===== src/fxr_pkg.sv =====
package fxr_pkg;

  // storage geometry
  localparam int unsigned FXR_DEPTH     = 1024;
  localparam int unsigned FXR_SYNC_W    = 4;

  // sampled pin bit positions
  localparam int unsigned FXR_BIT_RCLK  = 0;
  localparam int unsigned FXR_BIT_WCLK  = 1;
  localparam int unsigned FXR_BIT_RE    = 2;
  localparam int unsigned FXR_BIT_WE    = 3;

  // reset values of the flags
  localparam logic        FXR_RST_EMPTY_N = 1'b0;
  localparam logic        FXR_RST_FULL_N  = 1'b1;
  localparam logic        FXR_RST_QV      = 1'b0;
  localparam logic        FXR_RST_DR      = 1'b1;

endpackage


===== src/fxr_flags.sv =====
// Functional notes
// - while empty is shown (low) a read at the read clock edge is ignored and output-valid goes low.
// - with primary read enable low at a read clock edge the read pointer holds and output-valid goes low.
// - with primary read enable high at a read clock edge output-valid takes the pre-edge empty value.
// - a read with 2 to 1024 words stored leaves empty and output-valid both high.
// - output-valid never gates reads; only the empty indication blocks them.
// - just after a write clock edge with no read clock edge, data-ready is low only when the store is full, has one free place or was shown full at the edge.
// - at the write clock edge that fills the store data-ready is forced low.
// - while full is shown (low) every write is blocked and data-ready stays low.
// - a valid write with two places free drives data-ready low, leaving one place free.
// - with write enable low, one place free and full not shown, data-ready inverts on each write edge until full.
// - with two or more places free after a write clock edge with no read clock edge in the same cycle, data-ready is high unless full was shown at the edge.
// - a write with 3 to 1024 places free keeps data-ready and full both high.
// - data-ready never gates writes; only the full indication blocks them.
`timescale 1ns/1ps
`default_nettype none

module fxr_flags #(
  parameter int unsigned DEPTH = fxr_pkg::FXR_DEPTH,
  parameter int unsigned AW    = $clog2(DEPTH),
  parameter int unsigned PW    = AW + 1
) (
  input  wire logic          ref_clk_i,
  input  wire logic          reset_i,
  input  wire logic          clk_en_i,
  input  wire logic          read_clock_i,
  input  wire logic          write_clock_i,
  input  wire logic          read_enable_primary_i,
  input  wire logic          write_enable_primary_i,
  output logic               empty_indication_o,
  output logic               full_indication_o,
  output logic               output_valid_flag_o,
  output logic               data_ready_flag_o,
  output logic               read_accept_o,
  output logic               write_accept_o,
  output logic      [AW-1:0] read_addr_o,
  output logic      [AW-1:0] write_addr_o
);
  import fxr_pkg::*;

  localparam logic [PW-1:0] DEPTH_V = PW'(DEPTH);
  localparam logic [PW-1:0] ONE_V   = PW'(1);
  localparam logic [PW-1:0] TWO_V   = PW'(2);
  localparam logic [PW-1:0] THREE_V = PW'(3);

  typedef struct packed {
    logic [PW-1:0] rd_ptr;
    logic [PW-1:0] wr_ptr;
    logic          empty_n;
    logic          full_n;
    logic          qv;
    logic          dr;
    logic          rclk_q;
    logic          wclk_q;
  } fxr_state_t;

  fxr_state_t st_r;
  fxr_state_t st_nxt;

  logic [FXR_SYNC_W-1:0] pins_s;
  logic                  rd_edge;
  logic                  wr_edge;
  logic                  re_s;
  logic                  we_s;
  logic                  rd_ok;
  logic                  wr_ok;
  logic [PW-1:0]         fill_now;
  logic [PW-1:0]         free_now;
  logic [PW-1:0]         fill_after;

  // words held between two counters
  function automatic logic [PW-1:0] fxr_fill(input logic [PW-1:0] wp,
                                              input logic [PW-1:0] rp);
    fxr_fill = wp - rp;
  endfunction

  fxr_pin_sync #(
    .W (FXR_SYNC_W)
  ) u_sync (
    .ref_clk_i (ref_clk_i),
    .reset_i   (reset_i),
    .clk_en_i  (clk_en_i),
    .async_i   ({write_enable_primary_i, read_enable_primary_i,
                 write_clock_i, read_clock_i}),
    .sync_o    (pins_s)
  );

  // rising edges of both link clocks
  assign rd_edge = clk_en_i & pins_s[FXR_BIT_RCLK] & ~st_r.rclk_q;
  assign wr_edge = clk_en_i & pins_s[FXR_BIT_WCLK] & ~st_r.wclk_q;
  assign re_s    = pins_s[FXR_BIT_RE];
  assign we_s    = pins_s[FXR_BIT_WE];

  assign fill_now = fxr_fill(st_r.wr_ptr, st_r.rd_ptr);
  assign free_now = DEPTH_V - fill_now;

  assign rd_ok = rd_edge & re_s & st_r.empty_n;
  assign wr_ok = wr_edge & we_s & st_r.full_n;

  assign fill_after = fill_now + (wr_ok ? ONE_V : '0) - (rd_ok ? ONE_V : '0);

  always_comb begin
    st_nxt        = st_r;
    st_nxt.rclk_q = pins_s[FXR_BIT_RCLK];
    st_nxt.wclk_q = pins_s[FXR_BIT_WCLK];
    if (rd_ok) begin
      st_nxt.rd_ptr = st_r.rd_ptr + ONE_V;
    end
    if (wr_ok) begin
      st_nxt.wr_ptr = st_r.wr_ptr + ONE_V;
    end
    if (rd_edge) begin
      st_nxt.empty_n = (fill_after != '0);
      if (!re_s) begin
        st_nxt.qv = 1'b0;
      end else begin
        st_nxt.qv = st_r.empty_n;
      end
    end
    if (wr_edge) begin
      st_nxt.full_n = (fill_after != DEPTH_V);
      if (fill_after == DEPTH_V || !st_r.full_n) begin
        st_nxt.dr = 1'b0;
      end else if (wr_ok && free_now == TWO_V) begin
        st_nxt.dr = 1'b0;
      end else if (!we_s && free_now == ONE_V) begin
        st_nxt.dr = ~st_r.dr;
      end else begin
        st_nxt.dr = 1'b1;
      end
    end
  end

  always_ff @(posedge ref_clk_i or posedge reset_i) begin
    if (reset_i) begin
      st_r         <= '0;
      st_r.empty_n <= FXR_RST_EMPTY_N;
      st_r.full_n  <= FXR_RST_FULL_N;
      st_r.qv      <= FXR_RST_QV;
      st_r.dr      <= FXR_RST_DR;
    end else if (clk_en_i) begin
      st_r <= st_nxt;
    end
  end

  assign empty_indication_o  = st_r.empty_n;
  assign full_indication_o   = st_r.full_n;
  assign output_valid_flag_o = st_r.qv;
  assign data_ready_flag_o   = st_r.dr;
  assign read_accept_o       = rd_ok;
  assign write_accept_o      = wr_ok;
  assign read_addr_o         = st_r.rd_ptr[AW-1:0];
  assign write_addr_o        = st_r.wr_ptr[AW-1:0];
endmodule

`default_nettype wire


===== src/fxr_pin_sync.sv =====
`timescale 1ns/1ps
`default_nettype none

module fxr_pin_sync #(
  parameter int unsigned W = 4
) (
  input  wire logic         ref_clk_i,
  input  wire logic         reset_i,
  input  wire logic         clk_en_i,
  input  wire logic [W-1:0] async_i,
  output logic      [W-1:0] sync_o
);

  logic [W-1:0] meta_r;
  logic [W-1:0] sync_r;

  // two-stage synchroniser, frozen when disabled
  always_ff @(posedge ref_clk_i or posedge reset_i) begin
    if (reset_i) begin
      meta_r <= '0;
      sync_r <= '0;
    end else if (clk_en_i) begin
      meta_r <= async_i;
      sync_r <= meta_r;
    end
  end

  assign sync_o = sync_r;

endmodule

`default_nettype wire


===== config.mk =====
export PLATFORM = sky130hd
export DESIGN_NAME = fxr_flags
export DESIGN_NICKNAME = d
export VERILOG_FILES = /design/src/fxr_pkg.sv /design/src/fxr_flags.sv /design/src/fxr_pin_sync.sv
export SDC_FILE = /design/constraint.sdc
export NUM_CORES = 1
export LEC_CHECK = 0
export ABC_AREA = 1
export BUFFER_PORTS_ARGS = -buffer_cell sky130_fd_sc_hd__buf_2
export CAP_MARGIN = 20
export CORE_UTILIZATION = 64
export DETAILED_ROUTE_END_ITERATION = 8
export GPL_ROUTABILITY_DRIVEN = 0
export PLACE_DENSITY = 0.95
export RECOVER_POWER = 25
export REMOVE_ABC_BUFFERS = 1
export SKIP_CTS_REPAIR_TIMING = 1
export SLEW_MARGIN = 10
export SYNTH_ARGS = -nofsm -noshare
export SYNTH_HDL_FRONTEND = slang
export SYNTH_SLANG_ARGS = --single-unit

===== constraint.sdc =====
create_clock -name ref_clk_i -period 6.75 [get_ports ref_clk_i]
set_clock_uncertainty 0.05 [all_clocks]
set_input_delay 1.35 -clock ref_clk_i [delete_from_list [all_inputs] [get_ports ref_clk_i]]
set_output_delay 1.35 -clock ref_clk_i [all_outputs]
set_load 0.02 [all_outputs]

==> results of run 1 <==
==> through the flow <==
step                      cell area, um^2  worst slack (ns)  utilization, %
after floorplan                      2969             2.899               -
after global placement               3221             2.462           68.19
after detailed placement             3221             2.273           68.19
after CTS                            3306             2.530           69.99
after global routing                 3301             1.860           69.88
final                                3301             2.208           69.88
==> worst max-delay path by stage <==
| stage | startpoint | end | slack, ns | cells past startpoint |
|---|---|---|---|---|
| floorplan | clk_en_i | empty_indication_o | 2.90 | 22 |
| CTS | clk_en_i | empty_indication_o | 2.53 | 23 |
| global route | clk_en_i | empty_indication_o | 1.86 | 23 |
| detailed placement | clk_en_i | empty_indication_o | 2.27 | 23 |
| finish | clk_en_i | empty_indication_o | 2.21 | 23 |
| global placement | clk_en_i | empty_indication_o | 2.46 | 23 |
==> sequential cells by signal (all words and copies together) (netlist names) <==
register	count
data_ready_flag_o	1
empty_indication_o	1
full_indication_o	1
output_valid_flag_o	1
read_addr_o	10
st_r	4
u_sync.meta_r	4
u_sync.sync_o	4
write_addr_o	10
==> logic make-up after synthesis <==
| family | count (synthesis) |
|---|---|
| flip-flops | 36 |
| AO/OA/AOI/OAI | 30 |
| AND/OR/NAND/NOR | 236 |
| adder cells (fa/ha/maj) | 24 |
| XOR/XNOR | 27 |
| buffers and inverters | 87 |
==> cell type report <==
class                      count  share of cell area [%]
multi-input combinational    317                   55.19
clock inverter                 1                  0.2654
sequential                    36                   27.37
timing repair buffer          33                   4.928
tap                           67                   2.540
inverter                      65                   7.392
clock buffer                   7                   2.312
==> worst max-delay path: cells and delay by family <==
kind	cells	cell delay, ns
adders and majority gates	3	0.76
AOI/OAI and AO/OA	2	0.29
and+or+nand+nor	15	1.69
buffers and inverters	3	0.59
==> per-layer routing <==
metal / vias up / share of wire, % / global-route usage [%]
li1: 1394 / - / -
met2: 84 / 52 / 51.26
met3: 26 / 3.6 / 3.611
met1: 1340 / 41 / 34.59
met4: 0 / 3.4 / 13.29
met5: - / 0 / 0
==> power breakdown <==
| part | switching [uW] | internal, uW |
|---|---|---|
| Sequential | 45.2 | 259 |
| Clock | 80.4 | 73.8 |
| Combinational | 856 | 450 |
| Total | 982 | 783 |
==> cell usage after synthesis, drive strengths merged <==
library cell,number,area share [%]
a21o,1,0.24
a21oi,11,2.0
a31oi,1,0.20
buf,21,5.1
clkbuf,1,0.12
dfrtp,34,27
dfstp,2,1.7
fa,2,1.3
ha,22,8.8
inv,65,7.8
nand2,146,19
nand3,45,8.4
nand3b,2,0.48
nand4,7,1.6
nor2,28,3.6
nor3,5,1.2
nor3b,1,0.40
nor4,1,0.40
o21ai,16,2.6
o21bai,1,0.24
or2,1,0.28
xnor2,9,2.5
xor2,18,5.0
==> metrics.cfg, run 1 <==
[synth]
yosys.cell_types.count=34
synthCells=440
syn_area_per_cell_um2=7.123
synth_compound_area_share_pct=5.230
ys_seq_area_share_pct=28.82
yosysWarnings=0
synth_mux_area_share_pct=0
synthSimpleGateAreaFrac_pct=35.29
synth_top_family_by_area=simple AND/OR/NAND/NOR gates
synth_area_um2=3134
synth-xor-area-share_pct=7.545
synth_fa_ha_area_share_pct=10.06
synth-seq-cells=36

[detailed_routing]
first_pass_iters=4
wire_per_inst_um=13.36
routed_wirelength_um=7027
drtIter0Drc=134
drc=0
vias=2844
avgViaCountPerCell=5.407
drtAntennaViolNets=0

[critical_path]
end_kind=register
crit_path_max_fanout=14
cp.arrival_ns=4.68
critPathLaunchType=primary input
cp_cell_sequence=clkbuf_1, nand2_1, nor2_1, nand3_1, inv_2, ha_1, inv_1, ha_1, fa_1, a21oi_1, o21ai_0, nand2_1, nand2_1, nand2_1, nand2_1, nand2_1, nand2_1, nand2_1, nand2_1, nor2_2, nand3_1, nor2_1, nor2_1
cp_slowest_cell=fa_1
reg2reg_depth=21
slowest_delay_ns=0.42
worst_path_most_repeated_cell=nand2_1
crit_type=primary input to register
crit_required_ns=6.89
rrSetupSlack_ns=3.28
r2r_start=write_addr_o[0]
timing.rr.end=empty_indication_o

[flow_run]
cap_viol_max_count=1

[floorplanning]
die_area_um2=5181
initial_core_util_pct=66.36
fp.dieH_um=71.98
design.core.area_um2=4723
ios=33
die_w_um=71.98
fp-row-count=25

[layout]
final_cell_mix=nand2_1 (129), inv_1 (63), nand3_1 (39), dfrtp_1 (34), buf_2 (31)
antennaDiodeCount=0
final_nets=489
fillCellCount=350
finalNonFillerCells=526
area_growth_pct=5.310
drive_gt1_share_pct=16.12
seqCellArea_um2=903.4
multi_input_area_um2=1822
final_common_cell=nand2_1

[timing]
post-route-period-util_pct=67.28
fmax_ghz=0.2202
rsz0062_at_grt=false
finalSetupTns_ns=0
holdWs_ns=0.4329
hold_viol=0
slew_headroom_pct=-27.73
drv_slew=37
min_period_ns=4.542
setup_viol=0
worst_pin_slew_ns=1.916

[clock_tree]
cts_buffer_depth=2
clkSinkCount=36
clk_pin_slew_ns=0.08
clock_latency_ns=0.29
cts_tree=done
cts-buffers-inserted=5
cts-root-buf=clkbuf_8
h-tree-depth=2

[worst_hold_path]
hp-class=register to register
min_from=data_ready_flag_o
min_to=data_ready_flag_o
whs_path_depth=2

[global_routing]
gr-total-overflow=0
grt_max_degree=37
grt_pass1_wl_um=11680
grt_use_total_pct=28.73
grt_pass1_vias=2683
antenna_found_initial=0

[outcome]
status=complete, but fails checks
violations=max-capacitance violations, max-slew violations

[place]
post-dp-hpwl_um=5401
io_buffers=32
place_inst=518

[power]
p_per_area_nw_per_um2=534.6
power_uw=1765
ir_drop_mv=0.4264
p_leak_uw=0.001882

Power figures use the tool's default switching activity.
==> run 2, diff against run 1 <==
--- a/config.mk
+++ b/config.mk
@@ -5,13 +5,13 @@
 export SDC_FILE = /design/constraint.sdc
 export NUM_CORES = 1
 export LEC_CHECK = 0
-export ABC_AREA = 1
+export ABC_AREA = 0
 export BUFFER_PORTS_ARGS = -buffer_cell sky130_fd_sc_hd__buf_2
 export CAP_MARGIN = 20
-export CORE_UTILIZATION = 64
+export CORE_UTILIZATION = 53
 export DETAILED_ROUTE_END_ITERATION = 8
 export GPL_ROUTABILITY_DRIVEN = 0
-export PLACE_DENSITY = 0.95
+export PLACE_DENSITY = 0.85
 export RECOVER_POWER = 25
 export REMOVE_ABC_BUFFERS = 1
 export SKIP_CTS_REPAIR_TIMING = 1
==> constraint.sdc (replaced) <==
create_clock -name ref_clk_i -period 4.1 [get_ports ref_clk_i]
set_clock_uncertainty 0.05 [all_clocks]
set_input_delay 0.82 -clock ref_clk_i [delete_from_list [all_inputs] [get_ports ref_clk_i]]
set_output_delay 0.82 -clock ref_clk_i [all_outputs]
set_load 0.02 [all_outputs]
==> run 2 against run 1 <==
The flow now finishes without violations. Setup slack got worse by 2.0 ns. Cell area fell by 6.4%. Utilization fell by 9.8 points. Register-to-register slack lost 3.1 ns. Global-route usage shrank 4.7 points. Sequential share of layout area is 1.9 points higher. Cell count shrank 25%. Largest cell class unchanged.
==> metrics.cfg, run 2 <==
[outcome]
status=complete, no violations

[synth]
synth_top_area_cell=dfrtp_1
async_flop_share_pct=100.0  ; unchanged
synthCells=305  ; -31%
synthTopCellsByCount=dfrtp_1 (34), xnor2_1 (25), inv_1 (24)
synth_area_leaders=dfrtp_1 (30%), ha_1 (9.6%), xnor2_1 (7.7%)
synth-seq-cells=36  ; unchanged
yosysWarnings=0  ; unchanged
synth_ff_type=dfrtp_1
yosysTopAreaCellShare_pct=29.80  ; +2.7 points
synth_area_um2=2855  ; -8.9%
synth.most_common_cell=dfrtp_1
syn_area_per_cell_um2=9.361  ; +31%
synth_edf_count=0  ; unchanged
yosys.cell_types.count=62  ; +82%
ys_seq_area_share_pct=31.64  ; +2.8 points

[place]
io_buffers=32  ; unchanged
post-dp-hpwl_um=4628  ; -14%

[detailed_routing]
avgViaCountPerCell=5.922  ; +9.5%
wl_met3_um=310  ; +22%
wire_per_inst_um=15.56  ; +16%
met1_length_um=2628  ; -8.0%
first_pass_iters=5  ; +1
dr.max_layer_used=met4
vias=2351  ; -17%
drtAntennaViolNets=0  ; unchanged
dr_wl_met2_um=3053  ; -17%
drc=0  ; unchanged
drtIter0Drc=155  ; +16%
routed_wirelength_um=6177  ; -12%

[critical_path]
crit_type=register to register
startpoint=read_addr_o[0]
crit_path_max_fanout=10  ; -4
rrSetupSlack_ns=0.21  ; -3.07 ns
endpoint=empty_indication_o
crit_required_ns=4.21  ; -2.68 ns
critPathLaunchType=register
reg2reg_depth=16  ; -24%
cp.arrival_ns=4.00  ; -0.68 ns
r2r_start=read_addr_o[0]
timing.rr.end=empty_indication_o
end_kind=register

[timing]
fmax_ghz=0.2572
drv_slew=0  ; -100%
setup_viol=0  ; unchanged
post-route-period-util_pct=94.83
slew_headroom_pct=32.80  ; +61 points
hold_viol=0  ; unchanged
min_period_ns=3.888
worst_pin_slew_ns=0.9924  ; -0.9236 ns
finalSetupTns_ns=0  ; unchanged

[worst_hold_path]
hp-class=register to register

[floorplanning]
ios=33  ; unchanged
initial_core_util_pct=55.55  ; -11 points
fp-row-count=26  ; +4.0%
fp.dieH_um=75.40  ; +4.7%
die_area_um2=5684  ; +9.7%
die_w_um=75.40  ; +4.7%
design.core.area_um2=5140  ; +8.8%

[global_routing]
antenna_found_initial=0  ; unchanged
grt_max_degree=21  ; -43%
grt_pass1_vias=2210  ; -18%
grt_pass1_wl_um=10200  ; -13%
grt_use_total_pct=24.02  ; -4.7 points
gr-total-overflow=0  ; unchanged

[clock_tree]
h-tree-depth=2  ; unchanged
clkSinkCount=36  ; unchanged
cts-buffers-inserted=5  ; unchanged
clk_pin_slew_ns=0.07  ; about the same
cts-root-buf=clkbuf_8
clock_latency_ns=0.29  ; about the same
cts_buffer_depth=2  ; unchanged
cts_tree=done

[layout]
drive_gt1_share_pct=21.71  ; +5.6 points
area_growth_pct=8.151
antennaDiodeCount=0  ; unchanged
final_common_cell=dfrtp_1
final_nets=358  ; -27%
final_cell_mix=dfrtp_1 (34), buf_2 (32), xnor2_1 (25), inv_1 (24), ha_1 (22)
fillCellCount=433  ; +24%

[flow_run]
cap_viol_max_count=0  ; -1

run 2: final cells by class:
type / instances / area [um^2] / share of cell area [%]
clock buffers: 7 / 96.34 / 3.120
inverters: 25 / 93.84 / 3.039
multi-input cells: 219 / 1687 / 54.62
flip-flops and latches: 36 / 903.4 / 29.25
well taps: 70 / 87.58 / 2.836
repair buffers: 40 / 220.2 / 7.131
run 2: worst min path at each step:
stage	slack, ns	start	cells past startpoint	endpoint
2_1_floorplan	0.41	st_r[27]	1	st_r[27]
3_3_place_gp	0.43	st_r[16]	1	st_r[16]
3_5_place_dp	0.44	st_r[16]	1	st_r[16]
4_1_cts	0.45	st_r[16]	1	st_r[16]
5_1_grt	0.48	u_sync.meta_r[0]	1	u_sync.sync_o[0]
6_report	0.45	st_r[16]	1	st_r[16]
run 2: cell families (layout without fill, tap and decap cells):
kind of cell               Yosys count  count (layout)  synth area share, %
AOI/OAI and AO/OA                   56              56                14.37
xor gates and xnor gates            38              38                12.84
adders and majority gates           24              24                11.04
buffers and inverters               50              72                9.290
DFF                                 36              36                31.64
muxes                                9               9                3.506
and+or+nand+nor                     92              92                17.31
run 2: per-layer routing:
layer  track usage (%)  vias up
li1                  -     1101
met1             30.19     1135
met2             40.67       95
met3             3.836       20
met4             11.32        0
met5                 0        -
run 2: critical path, stage by stage, from the launching register on:
cell	delay, ns
dfrtp_1	0.45
ha_1	0.25
fa_1	0.39
nand2b_1	0.18
a21oi_2	0.17
xor2_2	0.22
inv_2	0.13
ha_1	0.34
a21o_1	0.12
a31oi_1	0.05
and2_1	0.22
or3_1	0.33
or4_1	0.41
a21oi_1	0.17
a211oi_2	0.08
nor2_1	0.11
a31oi_1	0.10
run 2: stage by stage:
| step | setup slack, ns | area, um^2 | cells | utilization [%] | hold WS, ns |
|---|---|---|---|---|---|
| final | 0.2118 | 3088 | 397 | 60.08 | 0.4467 |
| after global routing | -0.02206 | 3088 | 397 | 60.08 | 0.4784 |
| after CTS | 0.2268 | 3073 | 395 | 59.79 | 0.4514 |
| after detailed placement | 0.2558 | 2977 | 388 | 57.91 | 0.4427 |
| after global placement | 0.3249 | 2977 | 388 | 57.91 | 0.4302 |
| after floorplan | 0.3186 | 2684 | 280 | - | 0.4107 |
Power of run 2 is not shown: default switching activity piles up to over one toggle a cycle in this logic, so the estimate is an artifact.
==> run 3, diff against run 2 <==
--- a/config.mk
+++ b/config.mk
@@ -8,6 +8,7 @@
 export ABC_AREA = 0
 export BUFFER_PORTS_ARGS = -buffer_cell sky130_fd_sc_hd__buf_2
 export CAP_MARGIN = 20
+export CORE_ASPECT_RATIO = 1.75
 export CORE_UTILIZATION = 53
 export DETAILED_ROUTE_END_ITERATION = 8
 export GPL_ROUTABILITY_DRIVEN = 0
==> run 3 against run 2 <==
Clock-buffer cell count decreased by 1. Routed wire length grew 3.4%. Worst hold slack improved by 0.0037 ns. Global-route usage decreased by 0.39 points. Via count shrank 0.60%. Critical path type unchanged. Largest cell class unchanged.
==> metrics.cfg, run 3 (same netlist as run 2, synthesis figures left out) <==
[critical_path]
critPathLaunchType=register
startpoint=write_addr_o[0]
crit_type=register to register
end_kind=register
cp.arrival_ns=4.06  ; +0.06 ns
r2r_start=write_addr_o[0]
crit_path_max_fanout=10  ; unchanged
crit_required_ns=4.26  ; +0.05 ns

[timing]
drv_slew=0  ; unchanged
slew_headroom_pct=36.09  ; +3.3 points
holdWs_ns=0.4504  ; +0.003706 ns
hold_viol=0  ; unchanged
min_period_ns=3.900  ; +0.01215 ns
post-route-period-util_pct=95.13  ; +0.30 points
fmax_ghz=0.2564  ; -0.31%
setup_viol=0  ; unchanged
worst_pin_slew_ns=0.9438  ; -0.04859 ns

[layout]
area_growth_pct=7.932
final_cell_mix=dfrtp_1 (34), buf_2 (32), xnor2_1 (25), inv_1 (24), ha_1 (22)
finish.utilization_pct=59.14  ; -0.94 points
antennaDiodeCount=0  ; unchanged
final_common_cell=dfrtp_1
final_nets=360  ; +0.56%
drive_gt1_share_pct=22.12  ; +0.41 points
fillCellCount=404  ; -6.7%

[global_routing]
grt_pass1_wl_um=10540  ; +3.3%
antenna_found_initial=0  ; unchanged
grt_max_degree=30  ; +43%
grt_use_total_pct=23.64  ; -0.39 points
gr-total-overflow=0  ; unchanged
grt_pass1_vias=2319  ; +4.9%

[detailed_routing]
routed_wirelength_um=6389  ; +3.4%
avgViaCountPerCell=6.070  ; +2.5%
drc=0  ; unchanged
first_pass_iters=5  ; unchanged
drtAntennaViolNets=0  ; unchanged
vias=2337  ; -0.60%
drtIter0Drc=90  ; -42%
wire_per_inst_um=16.59  ; +6.7%

[place]
io_buffers=32  ; unchanged
post-dp-hpwl_um=4841  ; +4.6%

[floorplanning]
initial_core_util_pct=54.79  ; -0.76 points
design.core.area_um2=5211  ; +1.4%
fp-row-count=35  ; +35%
die_area_um2=5696  ; +0.21%
fp.dieH_um=99.10  ; +31%
die_w_um=57.49  ; -24%
ios=33  ; unchanged

[clock_tree]
clk_pin_slew_ns=0.07  ; about the same
cts-root-buf=clkbuf_8
cts_tree=done
h-tree-depth=2  ; unchanged
cts-buffers-inserted=5  ; unchanged
clock_latency_ns=0.29  ; about the same
cts_buffer_depth=2  ; unchanged
clkSinkCount=36  ; unchanged

[worst_hold_path]
hp-class=primary input to async pin

[outcome]
status=complete, no violations

[flow_run]
cap_viol_max_count=0  ; unchanged

==> run 3: path summary, 6_finish.rpt <==
path,slack (ns),end,depth (start not counted)
hold reg to reg,0.46,st_r[16],1
setup / recovery,0.20,full_indication_o,17
min in group ref_clk_i,0.46,st_r[16],1
setup reg to reg,0.20,full_indication_o,17
hold / removal,0.45,u_sync.meta_r[3],2
max in group asynchronous,2.25,st_r[27],4
==> run 3: critical path, cell delays in order, from the launching register on <==
cell and delay (ns):
dfrtp_1 0.41, inv_1 0.09, ha_1 0.21, fa_1 0.40, nand2b_1 0.21, a21oi_2 0.22
xor2_2 0.18, inv_2 0.12, ha_1 0.35, a21o_1 0.13, a31oi_1 0.05, and2_1 0.20
or3_1 0.32, or4_1 0.43, a21oi_2 0.15, a211oi_2 0.07, nor3_2 0.16, a21oi_1 0.10
==> run 3: final cells by class <==
type	instances	area (um^2)	share of cell area, %
flip-flops and latches	36	903.4	29.31
clock inverters	2	15.01	0.4872
repair buffers	42	227.7	7.389
multi-input cells	219	1690	54.85
inverters	25	93.84	3.045
clock buffers	6	82.58	2.680
well taps	55	68.82	2.233
==> run 3: stage by stage <==
step                      setup slack, ns  area (um^2)  setup TNS, ns  instances
after floorplan                    0.3186         2684              0        280
after global placement             0.3177         2958              0        373
after detailed placement           0.2007         2958              0        373
after CTS                          0.1407         3055              0        381
after global routing             -0.02376         3082       -0.03976        385
final                              0.1996         3082              0        385
==> run 3: layer usage <==
metal | vias to the layer above | share of wire (%) | global-route usage, %
met4 | 0 | 3.4 | 11.26
li1 | 1103 | - | -
met1 | 1142 | 38 | 26.25
met2 | 69 | 55 | 43.02
met3 | 23 | 3.2 | 3.251
met5 | - | 0 | 0
Power of run 3 is left out for the same reason.
